--- src/pkg/psc_regs.svh ---
/*
  Constants for the phase shedding controller: command codes, pages,
  field positions, reset values and timing.
  Assumes inclusion by bare name from the design file.
*/
`ifndef PSC_REGS_SVH
`define PSC_REGS_SVH

// Command codes
`define PSC_CMD_RAMP_CFG 8'hDE
`define PSC_CMD_THR_CFG 8'hDF

// Pages
`define PSC_PAGE_A 8'h00
`define PSC_PAGE_B 8'h01

// shed_ramp_config fields
`define PSC_RAMP_EN_BIT 7
`define PSC_RAMP_DROP_3TO2_LSB 8
`define PSC_RAMP_DROP_4TO3_LSB 10
`define PSC_RAMP_DROP_5TO4_LSB 12
`define PSC_RAMP_DROP_6TO5_LSB 14

// shed_threshold_config fields
`define PSC_THR_PEAK_SEL_LSB 0
`define PSC_THR_ADD_1TO2_LSB 3
`define PSC_THR_ADD_2TO3_LSB 5
`define PSC_THR_ADD_3TO4_LSB 7
`define PSC_THR_ADD_4TO5_LSB 9
`define PSC_THR_ADD_5TO6_LSB 11
`define PSC_THR_DROP_2TO1_LSB 13

// Reset values
`define PSC_RAMP_RST 16'h5580
`define PSC_THR_RST 16'h2AAB

// Threshold arithmetic, amperes
`define PSC_PEAK_EFF_BASE_A 12'h006
`define PSC_PEAK_EFF_STEP_A 12'h002
`define PSC_ADD_OFF_BASE_A 12'h006
`define PSC_FINE_STEP_A 12'h002
`define PSC_DROP_BIAS_A 12'h002

// Drop delay
`define PSC_CLK_MHZ 250
`define PSC_DROP_DELAY_NS 85000
`define PSC_DROP_DELAY_CYC ((`PSC_DROP_DELAY_NS * `PSC_CLK_MHZ) / 1000)

`endif

--- src/pkg/psc_pkg.sv ---
/*
  Types for the phase shedding controller.
  Assumes nothing beyond a SystemVerilog compiler.
*/
`default_nettype none
package psc_pkg;
  typedef logic [9:0] psc_amp_t;
  typedef logic [2:0] psc_cnt_t;
  typedef logic [15:0] psc_word_t;
  typedef logic [5:0] psc_mask_t;
endpackage : psc_pkg
`default_nettype wire

--- src/hw/psc_shed_ctrl.sv ---
/*
  Two-channel dynamic phase shedding controller with its paged
  configuration words, reached by a decoded PMBus command port.
  Assumes a PMBus front end that presents one decoded transaction per
  cmd_valid_i pulse, and current sense in whole amperes, synchronous to clk_i.
*/
// Contract
// - Each channel picks its own active phase count from its own current.
// - With shedding disabled every channel runs its maximum phase count.
// - The enable bit set to one turns automatic add and drop on.
// - A phase is added at once when peak current reaches the add threshold.
// - A phase is dropped only after average current stays low for 85 us.
// - Phases turn on in ascending order and off in descending order.
// - A select field sets the per-phase peak-efficiency current for all thresholds.
// - Add threshold n to n+1 is n times peak-efficiency current plus 6 to 12 A.
// - An 8 A two-to-three offset adds phase three at twice peak-efficiency plus 8 A.
// - Drop threshold is the lower count times peak-efficiency plus -2 to +4 A.
// - A zero three-to-two offset drops phase three below twice peak-efficiency.
// - The ramp configuration word also holds ramp and dynamic ramp levels.
// - Page 00h addresses channel A and page 01h channel B.
`include "psc_regs.svh"
`default_nettype none
module psc_shed_ctrl #(
  parameter int DROP_DELAY_CYC = `PSC_DROP_DELAY_CYC
) (
  input wire logic clk_i,
  input wire logic sys_rst_i,
  input wire logic cmd_valid_i,
  input wire logic cmd_write_i,
  input wire logic cmd_word_i,
  input wire logic [7:0] cmd_code_i,
  input wire logic [7:0] page_i,
  input wire psc_pkg::psc_word_t wdata_i,
  input wire psc_pkg::psc_amp_t peak_cur_a_i,
  input wire psc_pkg::psc_amp_t avg_cur_a_i,
  input wire psc_pkg::psc_cnt_t max_phases_a_i,
  input wire psc_pkg::psc_amp_t peak_cur_b_i,
  input wire psc_pkg::psc_amp_t avg_cur_b_i,
  input wire psc_pkg::psc_cnt_t max_phases_b_i,
  output logic rsp_valid_o,
  output logic rsp_err_o,
  output psc_pkg::psc_word_t rdata_o,
  output psc_pkg::psc_mask_t phase_en_a_o,
  output psc_pkg::psc_mask_t phase_en_b_o,
  output psc_pkg::psc_word_t ramp_cfg_a_o,
  output psc_pkg::psc_word_t ramp_cfg_b_o
);
  import psc_pkg::*;

  ////////////////////////////////////////////////////////////////////////////
  // Threshold functions

  function automatic logic [11:0] peak_eff(input logic [2:0] sel);
    return `PSC_PEAK_EFF_BASE_A + 12'(sel) * `PSC_PEAK_EFF_STEP_A;
  endfunction : peak_eff

  function automatic logic [1:0] add_code(input psc_word_t thr, input psc_cnt_t n);
    case (n)
      3'd1: return thr[`PSC_THR_ADD_1TO2_LSB +: 2];
      3'd2: return thr[`PSC_THR_ADD_2TO3_LSB +: 2];
      3'd3: return thr[`PSC_THR_ADD_3TO4_LSB +: 2];
      3'd4: return thr[`PSC_THR_ADD_4TO5_LSB +: 2];
      default: return thr[`PSC_THR_ADD_5TO6_LSB +: 2];
    endcase
  endfunction : add_code

  function automatic logic [1:0] drop_code(input psc_word_t rmp, input psc_word_t thr,
                                           input psc_cnt_t n);
    case (n)
      3'd2: return thr[`PSC_THR_DROP_2TO1_LSB +: 2];
      3'd3: return rmp[`PSC_RAMP_DROP_3TO2_LSB +: 2];
      3'd4: return rmp[`PSC_RAMP_DROP_4TO3_LSB +: 2];
      3'd5: return rmp[`PSC_RAMP_DROP_5TO4_LSB +: 2];
      default: return rmp[`PSC_RAMP_DROP_6TO5_LSB +: 2];
    endcase
  endfunction : drop_code

  // n * ieff + 6 + 2 * code
  function automatic logic [11:0] add_thr(input psc_word_t thr, input psc_cnt_t n);
    return 12'(n) * peak_eff(thr[`PSC_THR_PEAK_SEL_LSB +: 3])
           + `PSC_ADD_OFF_BASE_A + 12'(add_code(thr, n)) * `PSC_FINE_STEP_A;
  endfunction : add_thr

  // (n-1) * ieff + 2 * code, biased by +2 A so the -2 A step stays unsigned
  function automatic logic [11:0] drop_thr_b(input psc_word_t rmp, input psc_word_t thr,
                                             input psc_cnt_t n);
    return 12'(n - 3'd1) * peak_eff(thr[`PSC_THR_PEAK_SEL_LSB +: 3])
           + 12'(drop_code(rmp, thr, n)) * `PSC_FINE_STEP_A;
  endfunction : drop_thr_b

  function automatic psc_mask_t cnt_mask(input psc_cnt_t n);
    return psc_mask_t'((7'h01 << n) - 7'h01);
  endfunction : cnt_mask

  ////////////////////////////////////////////////////////////////////////////
  // Configuration registers

  psc_word_t ramp_ff [2];
  psc_word_t thr_ff [2];
  psc_word_t nxt_ramp [2];
  psc_word_t nxt_thr [2];
  logic rsp_valid_ff;
  logic rsp_err_ff;
  psc_word_t rdata_ff;
  logic nxt_rsp_valid;
  logic nxt_rsp_err;
  psc_word_t nxt_rdata;
  logic page_ok;
  logic code_ok;
  logic ch;

  always_comb begin
    page_ok = (page_i == `PSC_PAGE_A) || (page_i == `PSC_PAGE_B);
    ch = (page_i == `PSC_PAGE_B);
    code_ok = (cmd_code_i == `PSC_CMD_RAMP_CFG) || (cmd_code_i == `PSC_CMD_THR_CFG);
    nxt_ramp = ramp_ff;
    nxt_thr = thr_ff;
    nxt_rsp_valid = cmd_valid_i;
    nxt_rsp_err = 1'b0;
    nxt_rdata = 16'h0000;
    if (cmd_valid_i) begin
      if (!page_ok || !code_ok || !cmd_word_i) begin
        nxt_rsp_err = 1'b1;
      end else if (cmd_write_i) begin
        if (cmd_code_i == `PSC_CMD_RAMP_CFG) begin
          nxt_ramp[ch] = wdata_i;
        end else begin
          nxt_thr[ch] = wdata_i;
        end
      end else begin
        nxt_rdata = (cmd_code_i == `PSC_CMD_RAMP_CFG) ? ramp_ff[ch] : thr_ff[ch];
      end
    end
  end

  always_ff @(posedge clk_i) begin
    if (sys_rst_i) begin
      ramp_ff <= '{`PSC_RAMP_RST, `PSC_RAMP_RST};
      thr_ff <= '{`PSC_THR_RST, `PSC_THR_RST};
      rsp_valid_ff <= 1'b0;
      rsp_err_ff <= 1'b0;
      rdata_ff <= 16'h0000;
    end else begin
      ramp_ff <= nxt_ramp;
      thr_ff <= nxt_thr;
      rsp_valid_ff <= nxt_rsp_valid;
      rsp_err_ff <= nxt_rsp_err;
      rdata_ff <= nxt_rdata;
    end
  end

  ////////////////////////////////////////////////////////////////////////////
  // Per-channel phase count

  psc_amp_t peak_cur [2];
  psc_amp_t avg_cur [2];
  psc_cnt_t max_ph [2];
  psc_cnt_t cnt_ff [2];
  psc_cnt_t nxt_cnt [2];
  logic [14:0] tmr_ff [2];
  logic [14:0] nxt_tmr [2];
  psc_mask_t en_ff [2];
  psc_mask_t nxt_en [2];

  always_comb begin
    peak_cur[0] = peak_cur_a_i;
    peak_cur[1] = peak_cur_b_i;
    avg_cur[0] = avg_cur_a_i;
    avg_cur[1] = avg_cur_b_i;
    max_ph[0] = max_phases_a_i;
    max_ph[1] = max_phases_b_i;
    for (int c = 0; c < 2; c++) begin
      nxt_cnt[c] = cnt_ff[c];
      nxt_tmr[c] = 15'h0000;
      if (!ramp_ff[c][`PSC_RAMP_EN_BIT] || cnt_ff[c] > max_ph[c]) begin
        nxt_cnt[c] = max_ph[c];
      end else if (cnt_ff[c] < max_ph[c] && 12'(peak_cur[c]) >= add_thr(thr_ff[c], cnt_ff[c]))
      begin
        nxt_cnt[c] = cnt_ff[c] + 3'd1;
      end else if (cnt_ff[c] > 3'd1 && 12'(avg_cur[c]) + `PSC_DROP_BIAS_A
                   < drop_thr_b(ramp_ff[c], thr_ff[c], cnt_ff[c])) begin
        nxt_tmr[c] = tmr_ff[c] + 15'h0001;
        if (32'(tmr_ff[c]) >= DROP_DELAY_CYC - 1) begin
          nxt_cnt[c] = cnt_ff[c] - 3'd1;
          nxt_tmr[c] = 15'h0000;
        end
      end
      nxt_en[c] = cnt_mask(nxt_cnt[c]); // timer cleared above when not low
    end
  end

  always_ff @(posedge clk_i) begin
    if (sys_rst_i) begin
      cnt_ff <= '{3'd1, 3'd1};
      tmr_ff <= '{15'h0000, 15'h0000};
      en_ff <= '{6'h01, 6'h01};
    end else begin
      cnt_ff <= nxt_cnt;
      tmr_ff <= nxt_tmr;
      en_ff <= nxt_en;
    end
  end

  ////////////////////////////////////////////////////////////////////////////
  // Outputs

  always_comb begin
    rsp_valid_o = rsp_valid_ff;
    rsp_err_o = rsp_err_ff;
    rdata_o = rdata_ff;
    phase_en_a_o = en_ff[0];
    phase_en_b_o = en_ff[1];
    ramp_cfg_a_o = ramp_ff[0];
    ramp_cfg_b_o = ramp_ff[1];
  end

endmodule : psc_shed_ctrl
`default_nettype wire

--- config.mk ---
export PLATFORM = sky130hd
export DESIGN_NAME = psc_shed_ctrl
export DESIGN_NICKNAME = d
export VERILOG_FILES = /design/src/pkg/psc_pkg.sv /design/src/hw/psc_shed_ctrl.sv
export VERILOG_INCLUDE_DIRS = /design/src /design/src/pkg
export SDC_FILE = /design/constraint.sdc
export NUM_CORES = 1
export LEC_CHECK = 0
export BUFFER_PORTS_ARGS = -buffer_cell sky130_fd_sc_hd__buf_2
export CAP_MARGIN = 20
export CORE_MARGIN = 3
export CORE_UTILIZATION = 38
export CTS_BUF_LIST = sky130_fd_sc_hd__clkbuf_4
export CTS_CLUSTER_DIAMETER = 80
export CTS_CLUSTER_SIZE = 30
export DETAILED_ROUTE_END_ITERATION = 10
export PLACE_DENSITY_LB_ADDON = 0.15
export SLEW_MARGIN = 20
export SYNTH_ARGS = -nofsm -noshare
export SYNTH_HDL_FRONTEND = slang
export SYNTH_SLANG_ARGS = --single-unit
--- constraint.sdc ---
create_clock -name clk_i -period 19.2 [get_ports clk_i]
set_input_delay 0.96 -clock clk_i [delete_from_list [all_inputs] [get_ports clk_i]]
set_output_delay 0.96 -clock clk_i [all_outputs]
set_load 0.01 [all_outputs]
* Word level (Yosys, flattened, before mapping)
Cells that the tools add are included.
Storage, ports and cells: output and inout bits 62, flip-flop bits (word level) 130
Cells by class: multiplexer cells 30, $lt $le $gt $ge 14, shift operators 2, add/subtract/negate cells 20, multipliers 4, bitwise gates (word level) 6, equality and inequality tests 13, reduce and logical (&&, ||, !) cells 23
Operators with widths (number):
- 16-bit 2-to-1 mux | 8
- 32-bit bitwise mux | 2
- 2-bit one-hot mux with 4 select lines | 4
- 15-bit by 1-bit adder with 15-bit output (second input constant) | 2
- 15-bit greater-or-equal comparator (second input constant) | 2
- 12-bit by 3-bit adder with 12-bit output | 2
- 12-bit by 3-bit adder with 12-bit output (second input constant) | 2
- 10-bit by 12-bit greater-or-equal comparator with 1-bit output | 2
- 11-bit by 12-bit < comparator with 1-bit output | 2
- 3-bit by 12-bit multiplier with 12-bit output | 2
- 3-bit 2-to-1 mux | 8
- 10-bit by 2-bit adder with 11-bit output (second input constant) | 2
- 10-bit by 4-bit adder with 11-bit output | 2
- 4-bit by 6-bit multiplier with 10-bit output | 2
- 16-bit demux with 1-bit select | 1
- 8-bit equality test (second input constant) | 2
- 3-bit by 2-bit equality test with 1-bit output (second input constant) | 4
- 3-bit equality test (second input constant) | 4
- 2-bit 2-to-1 mux | 6
- 1-bit by 3-bit left shift with 6-bit output (first input constant) | 2
- 6-bit by 1-bit subtractor with 6-bit output (second input constant) | 2
- 3-bit by 4-bit adder with 5-bit output (first input constant) | 2
- 5-bit OR reduction | 2
- 8-bit by 1-bit equality test with 1-bit output (second input constant) | 1
- 19 further kinds | 44

* Depth between registers and ports, before layout
depth after elaboration 16, mapped depth 32

* Worst setup path after synthesis
OpenSTA, ideal clock, no wires.
path kind reg2reg, start register cnt_ff[0] (netlist bit), end register en_ff, in the netlist phase_en_b_o[4], buffers on the path 1, period minus slack after synthesis 6.949 ns, cell stages (with the launch flop) 31, setup time 0.079 ns, setup slack 12.251 ns, data arrival time 6.870 ns, path through dfxtp_1 -> buf_4 -> inv_1 -> ha_1 -> or2_2 -> fa_1 -> inv_1 -> ha_1 -> inv_1 -> fa_1 -> inv_1 -> ha_1 -> a21o_1 -> a21oi_1 -> nor2_1 -> o21a_1 -> o21ai_0 -> nand2b_1 -> a21oi_1 -> xnor2_1 -> ha_1 -> a221o_1 -> a311oi_2 -> nand2_1 -> o31a_1 -> o21a_1 -> or4_1 -> ha_1 -> or2_2 -> a2111o_1 -> o211ai_1
Between the ends: word-level cells in the longest chain between the ends 12, elaborated cells on any way between the ends 32, classes of those cells add/sub: 7; mul: 2; order compare: 5; eq/ne: 5; shift: 1; mux: 9; reduce/logical: 3
Ends and longest elaborated chain:
- start: declaration | line psc_shed_ctrl.sv:158 | psc_cnt_t cnt_ff [2];
- start signal: assignment | line psc_shed_ctrl.sv:194 | cnt_ff <= '{3'd1, 3'd1};
- start signal: assignment | line psc_shed_ctrl.sv:198 | cnt_ff <= nxt_cnt;
- branches (longest 9 deep; another with 3-bit by 12-bit multiplier with 12-bit output)
- 3-bit 2-to-1 mux * | line psc_shed_ctrl.sv:175 | if (!ramp_ff[c][`PSC_RAMP_EN_BIT] || cnt_ff[c] > max_ph[c]) begin
- 1-bit by 3-bit left shift with 6-bit output * | line psc_shed_ctrl.sv:92 | return psc_mask_t'((7'h01 << n) - 7'h01);
- 6-bit by 1-bit subtractor with 6-bit output * | line psc_shed_ctrl.sv:92
- end signal: assignment | line psc_shed_ctrl.sv:196 | en_ff <= '{6'h01, 6'h01};
- end signal: assignment | line psc_shed_ctrl.sv:200 | en_ff <= nxt_en;
- end: declaration | line psc_shed_ctrl.sv:162 | psc_mask_t en_ff [2];
Every way passes the cells marked *. The select of a mux whose other input is x is not followed. A chain may end at the register's enable or synchronous reset.

* Final worst setup path
Ends and elaborated chain as after synthesis.

==> flow_metrics.py <==
metrics = {
    "finish": {
        "nNetsFinal": 1498,
        "utilization_pct": 44.3,
        "syn2layout_area_growth_pct": 14.0,
        "drive_gt1_share_pct": 16.6,
    },
    "setup_path": {
        "cp_slowest_stage_delay_ns": 0.66,
        "path_class": "reg2reg",
        "cpMostUsedCell": "ha_1",
        "arrival_ns": 8.30,
        "worst_path_max_delay_cell": "dfxtp_1",
        "cp_max_fo": 12,
        "cp-start-kind": "register",
        "endpoint_kind": "register",
        "ff2ff_setup_slack_ns": 11.39,
        "critPathRequiredTime_ns": 19.69,
    },
    "grt": {
        "grt_antenna_before_repair": 3,
        "grt_pass1_wl_mm": 41.2,
        "grt-ovfl-total": 0,
        "grt_pass1_vias": 7899,
        "grt_max_degree": 75,
        "grt_util_all_layers_pct": 19.4,
    },
    "clock_tree": {
        "clock_latency_ns": 0.56,
        "ctsResizeCount": 0,
        "hold_buffers": 0,
        "htree_levels": 4,
        "cts_setup_buffers": 0,
        "cts_tree": "yes",
        "clkSinkCount": 130,
        "clkTransAtPathRegs_ns": 0.14,
        "cts_root_buffer": "clkbuf_4",
        "cts_buffers": 17,
        "cts_buffer_depth": 2,
    },
    "logic_synthesis": {
        "yosys.cell_count.top_type": "nand2_1",
        "avgSynthCellArea_sq_um": 8.42,
        "yosysSeqAreaShare_pct": 27.5,
        "synth_cells": 1126,
        "ys_ff_latch": 130,
        "synthTopCellsByArea": "dfxtp_1 27%, ha_1 18%, nand2_1 6.4%, fa_1 4.6%, a21oi_1 4.6%",
        "synth_common_cells": "162 x nand2_1, 133 x ha_1, 130 x dfxtp_1",
        "synth_largest_area_cell": "dfxtp_1",
        "synth-main-ff-cell": "dfxtp_1",
        "ys_types": 65,
        "synth_enable_flop_cells": 0,
        "netlist_area_sq_mm": 0.00948,
        "syn_nets": 1364,
        "yosysWarnings": 0,
        "synthArstFlopShare_pct": 0,
        "synth_top_area_share_pct": 27.5,
    },
    "die": {
        "rows": 57,
        "start_util_pct": 38.9,
        "ios": 145,
        "dieWidth_um": 164,
        "fp.dieH_um": 164,
        "core_area_sq_mm": 0.0244,
        "die-area_sq_mm": 0.0269,
    },
    "timing": {
        "period_share_pct": 40.7,
        "fmax_mhz": 128,
        "setup_viol": 0,
        "skew_ns": 0.0190,
        "hold_viol_final": 0,
        "period_needed_ns": 7.81,
        "slew_viol_final": 0,
        "slew_headroom_pct": 39.6,
        "rsz0062_at_grt": "false",
        "tns_ns": 0,
        "worst_slew_pin_slew_ns": 0.904,
        "whs_ns": 0.458,
    },
    "power_and_ir_drop": {
        "power.leakage_nw": 4.90,
        "peakVddDrop_mv": 0.0842,
        "p_per_area_mw_per_mm2": 127,
    },
    "outcome": {
        "status": "complete, no violations",
    },
    "worst_hold_path": {
        "hold_class": "reg2reg",
    },
    "route": {
        "drc_errors": 0,
        "wl_per_cell_um": 16.2,
        "vias": 8226,
        "routed_wl_mm": 25.9,
        "postRouteAntennaNets": 0,
        "drt-pass1-iter-count": 5,
        "initialDrtViolationCount": 440,
        "vias_per_cell": 5.14,
    },
    "placement": {
        "dp_hpwl_mm": 20.3,
        "gp_congestion": 0.826,
        "port_buffers": 142,
    },
    "job": {
        "cap_violations": 0,
    },
}
## sequential cells by signal, indices dropped and copies added, names as in the netlist
signal / cells
ramp_cfg_b_o: 16
cnt_ff: 6
tmr_ff: 30
rsp_err_o: 1
ramp_cfg_a_o: 16
phase_en_a_o: 6
phase_en_b_o: 6
rsp_valid_o: 1
thr_ff: 32
rdata_o: 16
## path summary, 6_finish.rpt
check,cells after the start,endpoint,startpoint
hold reg to reg,2,thr_ff[15],thr_ff[15]
hold / removal,2,thr_ff[15],thr_ff[15]
setup / recovery,29,phase_en_b_o[4],cnt_ff[0]
setup reg to reg,29,phase_en_b_o[4],cnt_ff[0]
## power breakdown
group	total, mW	switching (mW)	internal (mW)
Clock	0.204	0.123	0.0809
Sequential	0.311	0.0240	0.287
Combinational	0.853	0.491	0.362
Total	1.37	0.639	0.730
## layer usage
| metal | vias up | wire length, um | track usage, % | share of wire (%) |
|---|---|---|---|---|
| met5 | - | 0 | 0 | 0 |
| met3 | 28 | 1050 | 3.10 | 4.1 |
| met4 | 0 | 470 | 5.42 | 1.8 |
| met1 | 3854 | 11900 | 25.9 | 46 |
| met2 | 160 | 12400 | 32.6 | 48 |
| li1 | 4184 | - | - | - |
## worst max-delay path, delay by kind of cell, from the launching register on
| family | cells | cell delay [ns] |
|---|---|---|
| and+or+nand+nor | 6 | 1.41 |
| adders and majority gates | 7 | 2.42 |
| xor gates and xnor gates | 1 | 0.14 |
| DFF | 1 | 0.66 |
| AOI/OAI and AO/OA | 11 | 2.72 |
| buffers and inverters | 4 | 0.40 |
## cells by family after synthesis
group / Yosys count / share of synthesized area, %
AOI/OAI and AO/OA: 204 / 13.9
muxes: 18 / 4.04
adders and majority gates: 155 / 22.2
DFF: 130 / 27.5
buffers and inverters: 119 / 4.90
and+or+nand+nor: 438 / 21.8
xor gates and xnor gates: 62 / 5.73
## metrics by stage
step | cells | power (mW) | setup slack, ns | area (sq um)
3_5_place_dp | 1565 | 1.18 | 11.42 | 10500
4_1_cts | 1597 | 1.39 | 11.36 | 10800
5_1_grt | 1600 | 1.53 | 10.95 | 10800
2_1_floorplan | 1126 | 0.963 | 12.25 | 9480
6_report | 1600 | 1.37 | 11.39 | 10800
3_3_place_gp | 1565 | 1.17 | 11.51 | 10500
## layout make-up
cell class                      instances  area (sq um)
Antenna cell                            3          7.51
Clock buffer                           17           128
Clock inverter                         15           174
Fill cell                            2517         13600
Inverter                               88           330
Multi-Input combinational cell        877          6420
Sequential cell                       130          2600
Tap cell                              324           405
Timing Repair Buffer                  146           741
## layout by cell type, fill, tap and decap left out, types with 8 or more instances in the layout
cell      instances
o21bai_1          8
nor2_1          115
xnor2_1          38
nand4_1          13
ha_1            133
nand2b_1         13
nand2_1         162
buf_2           142
nor2b_1          20
nand3_1          34
nor4_1           10
a21o_1            9
a211o_1          11
mux4_2           16
o21a_1            9
xor2_1           24
a21oi_1          87
nand3b_1         19
fa_1             22
inv_1            86
dfxtp_1         130
a22oi_1          10
and2_1           10
clkbuf_4         17
o21ai_0          23
No activity file was read; power rests on OpenSTA's default activity.
